`src/hdl/fsc_pkg.sv`:
```
// Purpose: Shared constants for the frame synced configuration shadow
// Assumes: 9-bit register index, 16-bit register data
// Notes: Offsets are register indices as seen by the serial host port
package fsc_pkg;
  localparam int ADDR_W = 9;
  localparam int DATA_W = 16;
  // Register indices
  localparam logic [8:0] ADDR_BLACK_FIRST = 9'h080;
  localparam logic [8:0] ADDR_BLACK_LAST = 9'h087;
  localparam logic [8:0] ADDR_TEST_FIRST = 9'h090;
  localparam logic [8:0] ADDR_TEST_LAST = 9'h096;
  localparam logic [8:0] ADDR_SEQ_CTRL = 9'h0c0;
  localparam logic [8:0] ADDR_ACTIVE_WINDOW_SELECT = 9'h0c3;
  localparam logic [8:0] ADDR_DARK_ROW_COUNT = 9'h0c5;
  localparam logic [8:0] ADDR_PADDING_ROW_COUNT = 9'h0c6;
  localparam logic [8:0] ADDR_ROW_LENGTH = 9'h0c8;
  localparam logic [8:0] ADDR_GAIN_LAT_CTRL = 9'h0c7;
  localparam logic [8:0] ADDR_TIMER_MULT = 9'h0c9;
  localparam logic [8:0] ADDR_FRAME_PERIOD = 9'h0ca;
  localparam logic [8:0] ADDR_EXPOSURE_SETTING = 9'h0cb;
  localparam logic [8:0] ADDR_GAIN_SETTING = 9'h0cc;
  localparam logic [8:0] ADDR_UPDATE_FREEZE_CONTROL = 9'h0ce;
  localparam logic [8:0] ADDR_STATUS = 9'h0cf;
  localparam logic [8:0] ADDR_ROW_ADDR = 9'h0e6;
  localparam logic [8:0] ADDR_LAST_ROW = 9'h0e7;
  localparam logic [8:0] ADDR_DECIMATION_MODE = 9'h0e8;
  localparam logic [8:0] ADDR_WINDOW_FIRST = 9'h100;
  localparam logic [8:0] ADDR_WINDOW_LAST = 9'h107;
  // Array sizes
  localparam int N_MISC = 15;
  localparam int N_WIN = 8;
  localparam logic [3:0] MISC_TEST_BASE = 4'h8;
  // Field positions
  localparam int SEQ_EN_BIT = 0;
  localparam int BLANK_ROI_BIT = 9;
  localparam int GAIN_LAT_BIT = 13;
  localparam int SYNC_ROW_LEN_BIT = 0;
  localparam int SYNC_DARK_BIT = 1;
  localparam int SYNC_PAD_BIT = 2;
  localparam int SYNC_EXP_BIT = 3;
  localparam int SYNC_GAIN_BIT = 4;
  localparam int SYNC_ROI_BIT = 5;
  // Reset values
  localparam logic [15:0] FREEZE_RESET = 16'h003f;
  localparam logic [15:0] REG_RESET = 16'h0000;
endpackage

```
`src/hdl/fsc_shadow_stage.sv`:
```
// Purpose: One group of pending settings copied to an active set at frame start
// Assumes: frame_start_in is a one-cycle pulse on clock_in
// Notes: While follow is low the active copy stays frozen
`timescale 1ns/1ps
`default_nettype none
module fsc_shadow_stage #(
  parameter int WIDTH = 16
) (
  // Clock and reset
  input wire logic clock_in,
  input wire logic reset_in,
  // Control
  input wire logic frame_start_in,
  input wire logic follow_in,
  // Data
  input wire logic [WIDTH-1:0] pending_in,
  output logic [WIDTH-1:0] active_out
);
  // Copy all pending fields together so a group never mixes old and new
  always_ff @(posedge clock_in or posedge reset_in) begin
    if (reset_in) begin
      active_out <= '0;
    end else if (frame_start_in && follow_in) begin
      active_out <= pending_in;
    end
  end
endmodule
`default_nettype wire

```
`src/hdl/fsc_config_shadow.sv`:
```
// Purpose: Register bank whose written values, except window words and sequencer enable, reach the sequencer at frame boundaries
// Assumes: Register port and frame start come from logic on clock_in
// Notes: Written values are kept as pending; the active set feeds the sequencer
//
// How it works
// - Black-level regs may upset a few frames
// - Sync-code regs take effect next frame
// - Test-pattern regs may corrupt one frame
// - Frame parameters change only at frame start
// - Slow-settling change blanks frame, sends training
// - Decimation applies at frame start, blanks one
// - Dark or padding row change blanks one
// - ROI switch blanks frame only if enabled
// - Only new window selection counts as switch
// - Exposure changes never blank a frame
// - Gain at frame start, optional extra frame
// - Freeze controls live at register 206
// - Frozen group ignores new written values
// - Re-enabled group transfers all pending together
// - Frozen row length keeps previous value
// - Frozen dark/padding rows keep previous counts
// - Frozen exposure group keeps timer, period, exposure
// - Frozen gain keeps both gain fields
// - Frozen ROI keeps selection, decimation, addresses
// - Window dimensions never frozen
`timescale 1ns/1ps
`default_nettype none
module fsc_config_shadow
  import fsc_pkg::*;
(
  // Clock and reset
  input wire logic clock_in,
  input wire logic reset_in,
  // Register port from the serial host interface
  input wire logic [fsc_pkg::ADDR_W-1:0] reg_addr_in,
  input wire logic [fsc_pkg::DATA_W-1:0] reg_wdata_in,
  input wire logic reg_wr_in,
  input wire logic reg_rd_in,
  output logic [fsc_pkg::DATA_W-1:0] reg_rdata_out,
  output logic reg_rvalid_out,
  // Frame sequencer
  input wire logic frame_start_in,
  output logic seq_enable_out,
  output logic blank_frame_out,
  // Active settings
  output logic [15:0] row_length_out,
  output logic [15:0] dark_rows_out,
  output logic [15:0] padding_rows_out,
  output logic [15:0] timer_mult_out,
  output logic [15:0] frame_period_out,
  output logic [15:0] exposure_out,
  output logic [15:0] gain_out,
  output logic [7:0] active_window_mask_out,
  output logic [4:0] decimation_out,
  output logic [4:0] dark_row_addr_out,
  output logic [4:0] ystart_out,
  output logic [12:0] last_row_out,
  output logic [127:0] window_config_out,
  output logic [239:0] misc_config_out
);
  import fsc_pkg::*;

  // Pending (host visible) registers
  logic [15:0] seq_ctrl;
  logic [15:0] window_select;
  logic [15:0] dark_rows;
  logic [15:0] padding_rows;
  logic [15:0] row_length;
  logic [15:0] gain_lat_ctrl;
  logic [15:0] timer_mult;
  logic [15:0] frame_period;
  logic [15:0] exposure;
  logic [15:0] gain;
  logic [15:0] freeze_ctrl;
  logic [15:0] row_addr;
  logic [15:0] last_row;
  logic [15:0] decimation;
  logic [15:0] misc_reg [N_MISC];
  logic [15:0] win_reg [N_WIN];

  // Active set from the shadow stages
  logic [15:0] act_row_length;
  logic [15:0] act_dark_rows;
  logic [15:0] act_padding_rows;
  logic [47:0] act_exp;
  logic [15:0] gain_staged;
  logic [35:0] act_roi;
  logic [35:0] pend_roi;
  logic wr_misc;
  logic [3:0] misc_idx;
  logic blank_due;

  // Misc (black-level, sync-code, test-pattern) index from address
  always_comb begin
    wr_misc = 1'b0;
    misc_idx = 4'h0;
    if (reg_addr_in >= ADDR_BLACK_FIRST && reg_addr_in <= ADDR_BLACK_LAST) begin
      wr_misc = 1'b1;
      misc_idx = 4'(reg_addr_in - ADDR_BLACK_FIRST);
    end else if (reg_addr_in >= ADDR_TEST_FIRST && reg_addr_in <= ADDR_TEST_LAST) begin
      wr_misc = 1'b1;
      misc_idx = 4'(reg_addr_in - ADDR_TEST_FIRST) + MISC_TEST_BASE;
    end
  end

  // Host writes always land in the pending set; freezing acts on the copy only
  always_ff @(posedge clock_in or posedge reset_in) begin
    if (reset_in) begin
      seq_ctrl <= REG_RESET;
      window_select <= REG_RESET;
      dark_rows <= REG_RESET;
      padding_rows <= REG_RESET;
      row_length <= REG_RESET;
      gain_lat_ctrl <= REG_RESET;
      timer_mult <= REG_RESET;
      frame_period <= REG_RESET;
      exposure <= REG_RESET;
      gain <= REG_RESET;
      freeze_ctrl <= FREEZE_RESET;
      row_addr <= REG_RESET;
      last_row <= REG_RESET;
      decimation <= REG_RESET;
    end else if (reg_wr_in) begin
      unique case (reg_addr_in)
        ADDR_SEQ_CTRL: begin
          seq_ctrl <= reg_wdata_in;
        end
        ADDR_ACTIVE_WINDOW_SELECT: begin
          window_select <= reg_wdata_in;
        end
        ADDR_DARK_ROW_COUNT: begin
          dark_rows <= reg_wdata_in;
        end
        ADDR_PADDING_ROW_COUNT: begin
          padding_rows <= reg_wdata_in;
        end
        ADDR_ROW_LENGTH: begin
          row_length <= reg_wdata_in;
        end
        ADDR_GAIN_LAT_CTRL: begin
          gain_lat_ctrl <= reg_wdata_in;
        end
        ADDR_TIMER_MULT: begin
          timer_mult <= reg_wdata_in;
        end
        ADDR_FRAME_PERIOD: begin
          frame_period <= reg_wdata_in;
        end
        ADDR_EXPOSURE_SETTING: begin
          exposure <= reg_wdata_in;
        end
        ADDR_GAIN_SETTING: begin
          gain <= reg_wdata_in;
        end
        ADDR_UPDATE_FREEZE_CONTROL: begin
          freeze_ctrl <= reg_wdata_in;
        end
        ADDR_ROW_ADDR: begin
          row_addr <= reg_wdata_in;
        end
        ADDR_LAST_ROW: begin
          last_row <= reg_wdata_in;
        end
        ADDR_DECIMATION_MODE: begin
          decimation <= reg_wdata_in;
        end
        default: begin
        end
      endcase
    end
  end

  // Misc registers follow at every frame start, never frozen
  generate
    for (genvar gi = 0; gi < N_MISC; gi++) begin : g_misc
      always_ff @(posedge clock_in or posedge reset_in) begin
        if (reset_in) begin
          misc_reg[gi] <= REG_RESET;
        end else if (reg_wr_in && wr_misc && misc_idx == 4'(gi)) begin
          misc_reg[gi] <= reg_wdata_in;
        end
      end
      // A write mid-frame only shows from the next frame on
      always_ff @(posedge clock_in or posedge reset_in) begin
        if (reset_in) begin
          misc_config_out[gi*16 +: 16] <= REG_RESET;
        end else if (frame_start_in) begin
          misc_config_out[gi*16 +: 16] <= misc_reg[gi];
        end
      end
    end
    for (genvar gi = 0; gi < N_WIN; gi++) begin : g_win
      // Window dimensions bypass the freeze and act at once
      always_ff @(posedge clock_in or posedge reset_in) begin
        if (reset_in) begin
          win_reg[gi] <= REG_RESET;
          window_config_out[gi*16 +: 16] <= REG_RESET;
        end else if (reg_wr_in && reg_addr_in == ADDR_WINDOW_FIRST + 9'(gi)) begin
          win_reg[gi] <= reg_wdata_in;
          window_config_out[gi*16 +: 16] <= reg_wdata_in;
        end
      end
    end
  endgenerate

  // Shadow stages, one per freeze group
  fsc_shadow_stage #(.WIDTH(16)) u_row_len (
    .clock_in(clock_in),
    .reset_in(reset_in),
    .frame_start_in(frame_start_in),
    .follow_in(freeze_ctrl[SYNC_ROW_LEN_BIT]),
    .pending_in(row_length),
    .active_out(act_row_length)
  );
  fsc_shadow_stage #(.WIDTH(16)) u_dark (
    .clock_in(clock_in),
    .reset_in(reset_in),
    .frame_start_in(frame_start_in),
    .follow_in(freeze_ctrl[SYNC_DARK_BIT]),
    .pending_in(dark_rows),
    .active_out(act_dark_rows)
  );
  fsc_shadow_stage #(.WIDTH(16)) u_pad (
    .clock_in(clock_in),
    .reset_in(reset_in),
    .frame_start_in(frame_start_in),
    .follow_in(freeze_ctrl[SYNC_PAD_BIT]),
    .pending_in(padding_rows),
    .active_out(act_padding_rows)
  );
  fsc_shadow_stage #(.WIDTH(48)) u_exp (
    .clock_in(clock_in),
    .reset_in(reset_in),
    .frame_start_in(frame_start_in),
    .follow_in(freeze_ctrl[SYNC_EXP_BIT]),
    .pending_in({timer_mult, frame_period, exposure}),
    .active_out(act_exp)
  );
  fsc_shadow_stage #(.WIDTH(16)) u_gain (
    .clock_in(clock_in),
    .reset_in(reset_in),
    .frame_start_in(frame_start_in),
    .follow_in(freeze_ctrl[SYNC_GAIN_BIT]),
    .pending_in(gain),
    .active_out(gain_staged)
  );

  // ROI group: selection, decimation, row addresses move as one
  assign pend_roi = {window_select[7:0], decimation[4:0], row_addr[9:0], last_row[12:0]};
  fsc_shadow_stage #(.WIDTH(36)) u_roi (
    .clock_in(clock_in),
    .reset_in(reset_in),
    .frame_start_in(frame_start_in),
    .follow_in(freeze_ctrl[SYNC_ROI_BIT]),
    .pending_in(pend_roi),
    .active_out(act_roi)
  );

  // Frame-timing outputs registered so the sequencer sees flops
  always_ff @(posedge clock_in or posedge reset_in) begin
    if (reset_in) begin
      row_length_out <= REG_RESET;
      dark_rows_out <= REG_RESET;
      padding_rows_out <= REG_RESET;
      timer_mult_out <= REG_RESET;
      frame_period_out <= REG_RESET;
      exposure_out <= REG_RESET;
      active_window_mask_out <= 8'h00;
      decimation_out <= 5'h00;
      dark_row_addr_out <= 5'h00;
      ystart_out <= 5'h00;
      last_row_out <= 13'h0000;
    end else begin
      row_length_out <= act_row_length;
      dark_rows_out <= act_dark_rows;
      padding_rows_out <= act_padding_rows;
      {timer_mult_out, frame_period_out, exposure_out} <= act_exp;
      {active_window_mask_out, decimation_out, dark_row_addr_out, ystart_out,
        last_row_out} <= act_roi;
    end
  end

  // Gain: with latency compensation the staged value waits one more frame
  always_ff @(posedge clock_in or posedge reset_in) begin
    if (reset_in) begin
      gain_out <= REG_RESET;
    end else if (frame_start_in) begin
      if (gain_lat_ctrl[GAIN_LAT_BIT]) begin
        gain_out <= gain_staged;
      end else if (freeze_ctrl[SYNC_GAIN_BIT]) begin
        gain_out <= gain;
      end
    end
  end

  // Changes that need more than a frame to settle blank the new frame
  always_comb begin
    blank_due = 1'b0;
    if (freeze_ctrl[SYNC_ROI_BIT] && decimation[4:0] != act_roi[27:23]) begin
      blank_due = 1'b1;
    end
    if ((freeze_ctrl[SYNC_DARK_BIT] && dark_rows != act_dark_rows) ||
        (freeze_ctrl[SYNC_PAD_BIT] && padding_rows != act_padding_rows)) begin
      blank_due = 1'b1;
    end
    // Only a new selection counts; resizing the window does not blank
    if (freeze_ctrl[SYNC_ROI_BIT] && seq_ctrl[BLANK_ROI_BIT] &&
        window_select[7:0] != act_roi[35:28]) begin
      blank_due = 1'b1;
    end
  end

  // Blank flag holds for the whole frame; sequencer sends training then
  always_ff @(posedge clock_in or posedge reset_in) begin
    if (reset_in) begin
      blank_frame_out <= 1'b0;
    end else if (frame_start_in) begin
      blank_frame_out <= blank_due && seq_ctrl[SEQ_EN_BIT];
    end
  end

  // Sequencer enable goes out directly; static regs are host's concern
  always_ff @(posedge clock_in or posedge reset_in) begin
    if (reset_in) begin
      seq_enable_out <= 1'b0;
    end else begin
      seq_enable_out <= seq_ctrl[SEQ_EN_BIT];
    end
  end

  // Read port: pending values, status shows pending and current blanking
  always_ff @(posedge clock_in or posedge reset_in) begin
    if (reset_in) begin
      reg_rdata_out <= REG_RESET;
      reg_rvalid_out <= 1'b0;
    end else begin
      reg_rvalid_out <= reg_rd_in;
      if (reg_rd_in) begin
        if (wr_misc) begin
          reg_rdata_out <= misc_reg[misc_idx];
        end else if (reg_addr_in >= ADDR_WINDOW_FIRST && reg_addr_in <= ADDR_WINDOW_LAST) begin
          reg_rdata_out <= win_reg[3'(reg_addr_in - ADDR_WINDOW_FIRST)];
        end else begin
          unique case (reg_addr_in)
            ADDR_SEQ_CTRL: reg_rdata_out <= seq_ctrl;
            ADDR_ACTIVE_WINDOW_SELECT: reg_rdata_out <= window_select;
            ADDR_DARK_ROW_COUNT: reg_rdata_out <= dark_rows;
            ADDR_PADDING_ROW_COUNT: reg_rdata_out <= padding_rows;
            ADDR_ROW_LENGTH: reg_rdata_out <= row_length;
            ADDR_GAIN_LAT_CTRL: reg_rdata_out <= gain_lat_ctrl;
            ADDR_TIMER_MULT: reg_rdata_out <= timer_mult;
            ADDR_FRAME_PERIOD: reg_rdata_out <= frame_period;
            ADDR_EXPOSURE_SETTING: reg_rdata_out <= exposure;
            ADDR_GAIN_SETTING: reg_rdata_out <= gain;
            ADDR_UPDATE_FREEZE_CONTROL: reg_rdata_out <= freeze_ctrl;
            ADDR_STATUS: reg_rdata_out <= {14'h0000, blank_due, blank_frame_out};
            ADDR_ROW_ADDR: reg_rdata_out <= row_addr;
            ADDR_LAST_ROW: reg_rdata_out <= last_row;
            ADDR_DECIMATION_MODE: reg_rdata_out <= decimation;
            default: reg_rdata_out <= REG_RESET;
          endcase
        end
      end
    end
  end
endmodule
`default_nettype wire

```
`config.mk`:
```
export PLATFORM = sky130hd
export DESIGN_NAME = fsc_config_shadow
export DESIGN_NICKNAME = d
export VERILOG_FILES = /design/src/hdl/fsc_pkg.sv /design/src/hdl/fsc_shadow_stage.sv /design/src/hdl/fsc_config_shadow.sv
export SDC_FILE = /design/constraint.sdc
export NUM_CORES = 2
export LEC_CHECK = 0
export BUFFER_PORTS_ARGS = -buffer_cell sky130_fd_sc_hd__buf_4
export CORE_MARGIN = 1.5
export CORE_UTILIZATION = 60
export CTS_CLUSTER_DIAMETER = 100
export CTS_CLUSTER_SIZE = 24
export DETAILED_ROUTE_END_ITERATION = 12
export PLACE_DENSITY_LB_ADDON = 0.08
export SLEW_MARGIN = 20
export SYNTH_ARGS = -nofsm -noshare
export SYNTH_HDL_FRONTEND = slang
export SYNTH_HIERARCHICAL = 1
export SYNTH_SLANG_ARGS = --single-unit
```
`constraint.sdc`:
```
create_clock -name clock_in -period 48.3 [get_ports clock_in]
set_clock_uncertainty 0.1 [all_clocks]
set_input_delay 4.83 -clock clock_in [delete_from_list [all_inputs] [get_ports clock_in]]
set_output_delay 4.83 -clock clock_in [all_outputs]
set_load 0.05 [all_outputs]
```
==> results.toml <==
[setup_path]
r2r_end = "reg_rdata_out[1]"
crit_path_cell_trace = "buf_4, buf_4, nand2_1, nor2_1, o21a_1, buf_4, a221oi_1, o311ai_1, o221a_2"
r2r_setup_slack_ps = 45550
required_ps = 48800
cp-start-kind = "primary input"
r2r_start = "padding_rows[6]"
max_stage_delay_ps = 760
cp_top_family = "compound AO/OA/AOI/OAI gates"
worstSetupPathType = "in2reg"
cp_max_fo = 45
worst-path-buf-inv = 3
reg2reg_depth = 6
cp_slowest_cell = "buf_4"
cp-end-kind = "flip-flop"
cp.arrival_ps = 9230
critical_path.most_common_cell = "buf_4"

[logic_synthesis]
yosys.area.top_type = "dfrtp_1"
synthesis.area_sq_um = 46900
synthCells = 3060
async_flop_share_pct = 100
yosysUniqueCellTypes = 78
ys_seq_area_share_pct = 61.2
ys_warn_count = 6
synth_edf_count = 0
synth.most_common_cell = "dfrtp_1"
ys_ff_latch = 1147
ys.flop_type = "dfrtp_1"
synth.area.top_cells = "dfrtp_1, mux2_2, mux2_4, mux4_2, mux2i_1"
synth_nets = 3090
syn_avg_cell_area_sq_um = 15.3
synth_commonest_cells = "dfrtp_1, mux2_2, clkbuf_1, mux2_4, o21ai_0"
synth_top_area_share_pct = 60.9

[drt]
firstDrtPassIters = 9
drt-total-wl_mm = 151
wl_per_cell_microns = 32.9
antenna_left = 0
dr_total_vias = 29500
vias_per_cell = 6.45
drc = 0
drt_iter0_drc = 2604

[floorplan]
fp-row-count = 102
die_w_microns = 283
ios = 565
fp.coreArea_sq_um = 77300
start_util_pct = 60.6
die_height_microns = 283
fp.dieArea_sq_um = 79800

[place]
dp_slack_ps = 38980
gp_congestion = 0.992
dp_hpwl_mm = 107
portBuffers = 564

[clock_network]
clock-sinks = 1147
clock_latency_ps = 660
cts_tree = "done"
htreeDepth = 2
post_cts_buffers = 0
cts_buffer_depth = 3
cts_resized = 0
cts_buffers = 53
cts_hold_buf = 0
cts-root-buf = "clkbuf_16"
clk_pin_slew_worst_paths_ps = 100

[sta]
finalSetupViolCount = 0
fin_setup_tns_ps = 0
post-route-period-util_pct = 18.1
setup_slack_ps = 39570
relSlewSlack_pct = 23.4
worst_pin_slew_ps = 1150
rsz0062_at_grt = "no"
finalHoldViolCount = 0
finalCriticalPeriod_ps = 8730
slew_violations = 0
fmax_mhz = 115

[layout]
multi_input_area_sq_um = 17100
area_delta_synth_final_pct = 13.7
fillerInstances = 5325
register_area_sq_um = 28700
nNetsFinal = 3534
drive_above_1_share_pct = 49.1

[global_route]
grt_max_degree = 164
grt_pass1_vias = 30400
grt_overflow_total = 0
antenna_found_initial = 10
track_usage_pct = 38.0
grt_pass1_wl_mm = 217

[run]
maxCapViolCount = 0

[min_path]
hp-start = "u_roi/active_out[13]"
hold_end = "ystart_out[0]"
hold_class = "reg2reg"
min_delay_path_depth = 0

[run_status]
status = "complete, no violations"

[power_and_ir_drop]
vdd_drop_max_mv = 0.0271
power_leakage_nw = 27.5
p_per_area_nw_per_um2 = 33.2
==> logic make-up (layout without fill, tap and decap cells) <==
logic type / count (synthesis) / in the layout / synth area share (%)
buffers and inverters: 235 / 704 / 2.39
flip-flops: 1147 / 1147 / 61.2
AND/OR/NAND/NOR: 220 / 220 / 2.72
XOR/XNOR: 45 / 45 / 0.841
AO/OA/AOI/OAI: 321 / 321 / 5.10
multiplexers: 1092 / 1092 / 27.7
other: 0 / 6 / 0
==> report_power, final <==
part	internal, mW	switching [mW]	total, mW
logic	0.0697	0.151	0.221
clock network	0.211	0.298	0.509
registers	0.998	0.0396	1.04
total	1.28	0.488	1.77
==> worst max path at each step <==
stage / start / end / depth (start not counted)
detailed placement: reg_addr_in[0] / reg_rdata_out[2] / 9
global placement: reg_addr_in[0] / reg_rdata_out[2] / 9
global route: reg_addr_in[0] / reg_rdata_out[2] / 9
CTS: reg_addr_in[0] / reg_rdata_out[2] / 9
floorplan: reset_in / active_window_mask_out[0] / 1
finish: reg_addr_in[0] / reg_rdata_out[2] / 9
==> area by class of cell <==
| type | count | area share, % |
|---|---|---|
| Sequential cell | 1147 | 53.9 |
| Timing Repair Buffer | 612 | 8.71 |
| Inverter | 12 | 0.0986 |
| Tap cell | 1040 | 2.44 |
| Clock inverter | 2 | 0.0305 |
| Multi-Input combinational cell | 1678 | 32.1 |
| Clock buffer | 78 | 2.74 |
| Antenna cell | 6 | 0.0282 |
==> through the flow <==
stage	instances	util (%)	power, mW	hold slack (ps)	instance area (sq um)
floorplan	3060	-	1.19	249	46900
global placement	4489	66.9	1.27	257	51800
detailed placement	4489	66.9	1.28	254	51800
CTS	4569	68.9	1.77	275	53300
global route	4570	68.9	1.82	284	53300
finish	4575	68.9	1.77	273	53300
==> cell usage in the layout, fill, tap and decap left out, types with 4 or more instances in the layout <==
cell type	count
inv_1	9
nor2_1	32
nor2_8	4
nand2_2	5
o32ai_1	6
clkbuf_1	23
mux2_4	110
mux2i_1	60
buf_4	603
a31oi_1	8
o21ai_0	68
nand3_1	20
dfstp_2	6
o311ai_1	4
o2bb2ai_1	6
o221a_2	5
a222oi_1	12
mux2_1	20
xnor2_1	18
a221o_1	22
a22o_1	10
a32oi_1	4
a22oi_1	62
nor4_1	8
a221oi_1	55
a21o_1	4
dfrtp_1	1141
mux2_2	870
nor2_2	12
a21oi_1	28
and2_1	4
nand2_1	58
or3_1	18
nor3_1	11
xor2_1	27
buf_6	7
mux4_2	32
nand4_1	17
diode_2	6
clkbuf_16	55
==> routing by layer <==
layer	vias up	share of wire [%]	track usage, %
li1	12000	-	-
met1	15800	38	49.0
met2	1372	49	62.1
met3	321	8.4	8.79
met4	2	4.9	16.5
met5	-	0.0086	0
Note: power is estimated with default switching activity, not from simulation.
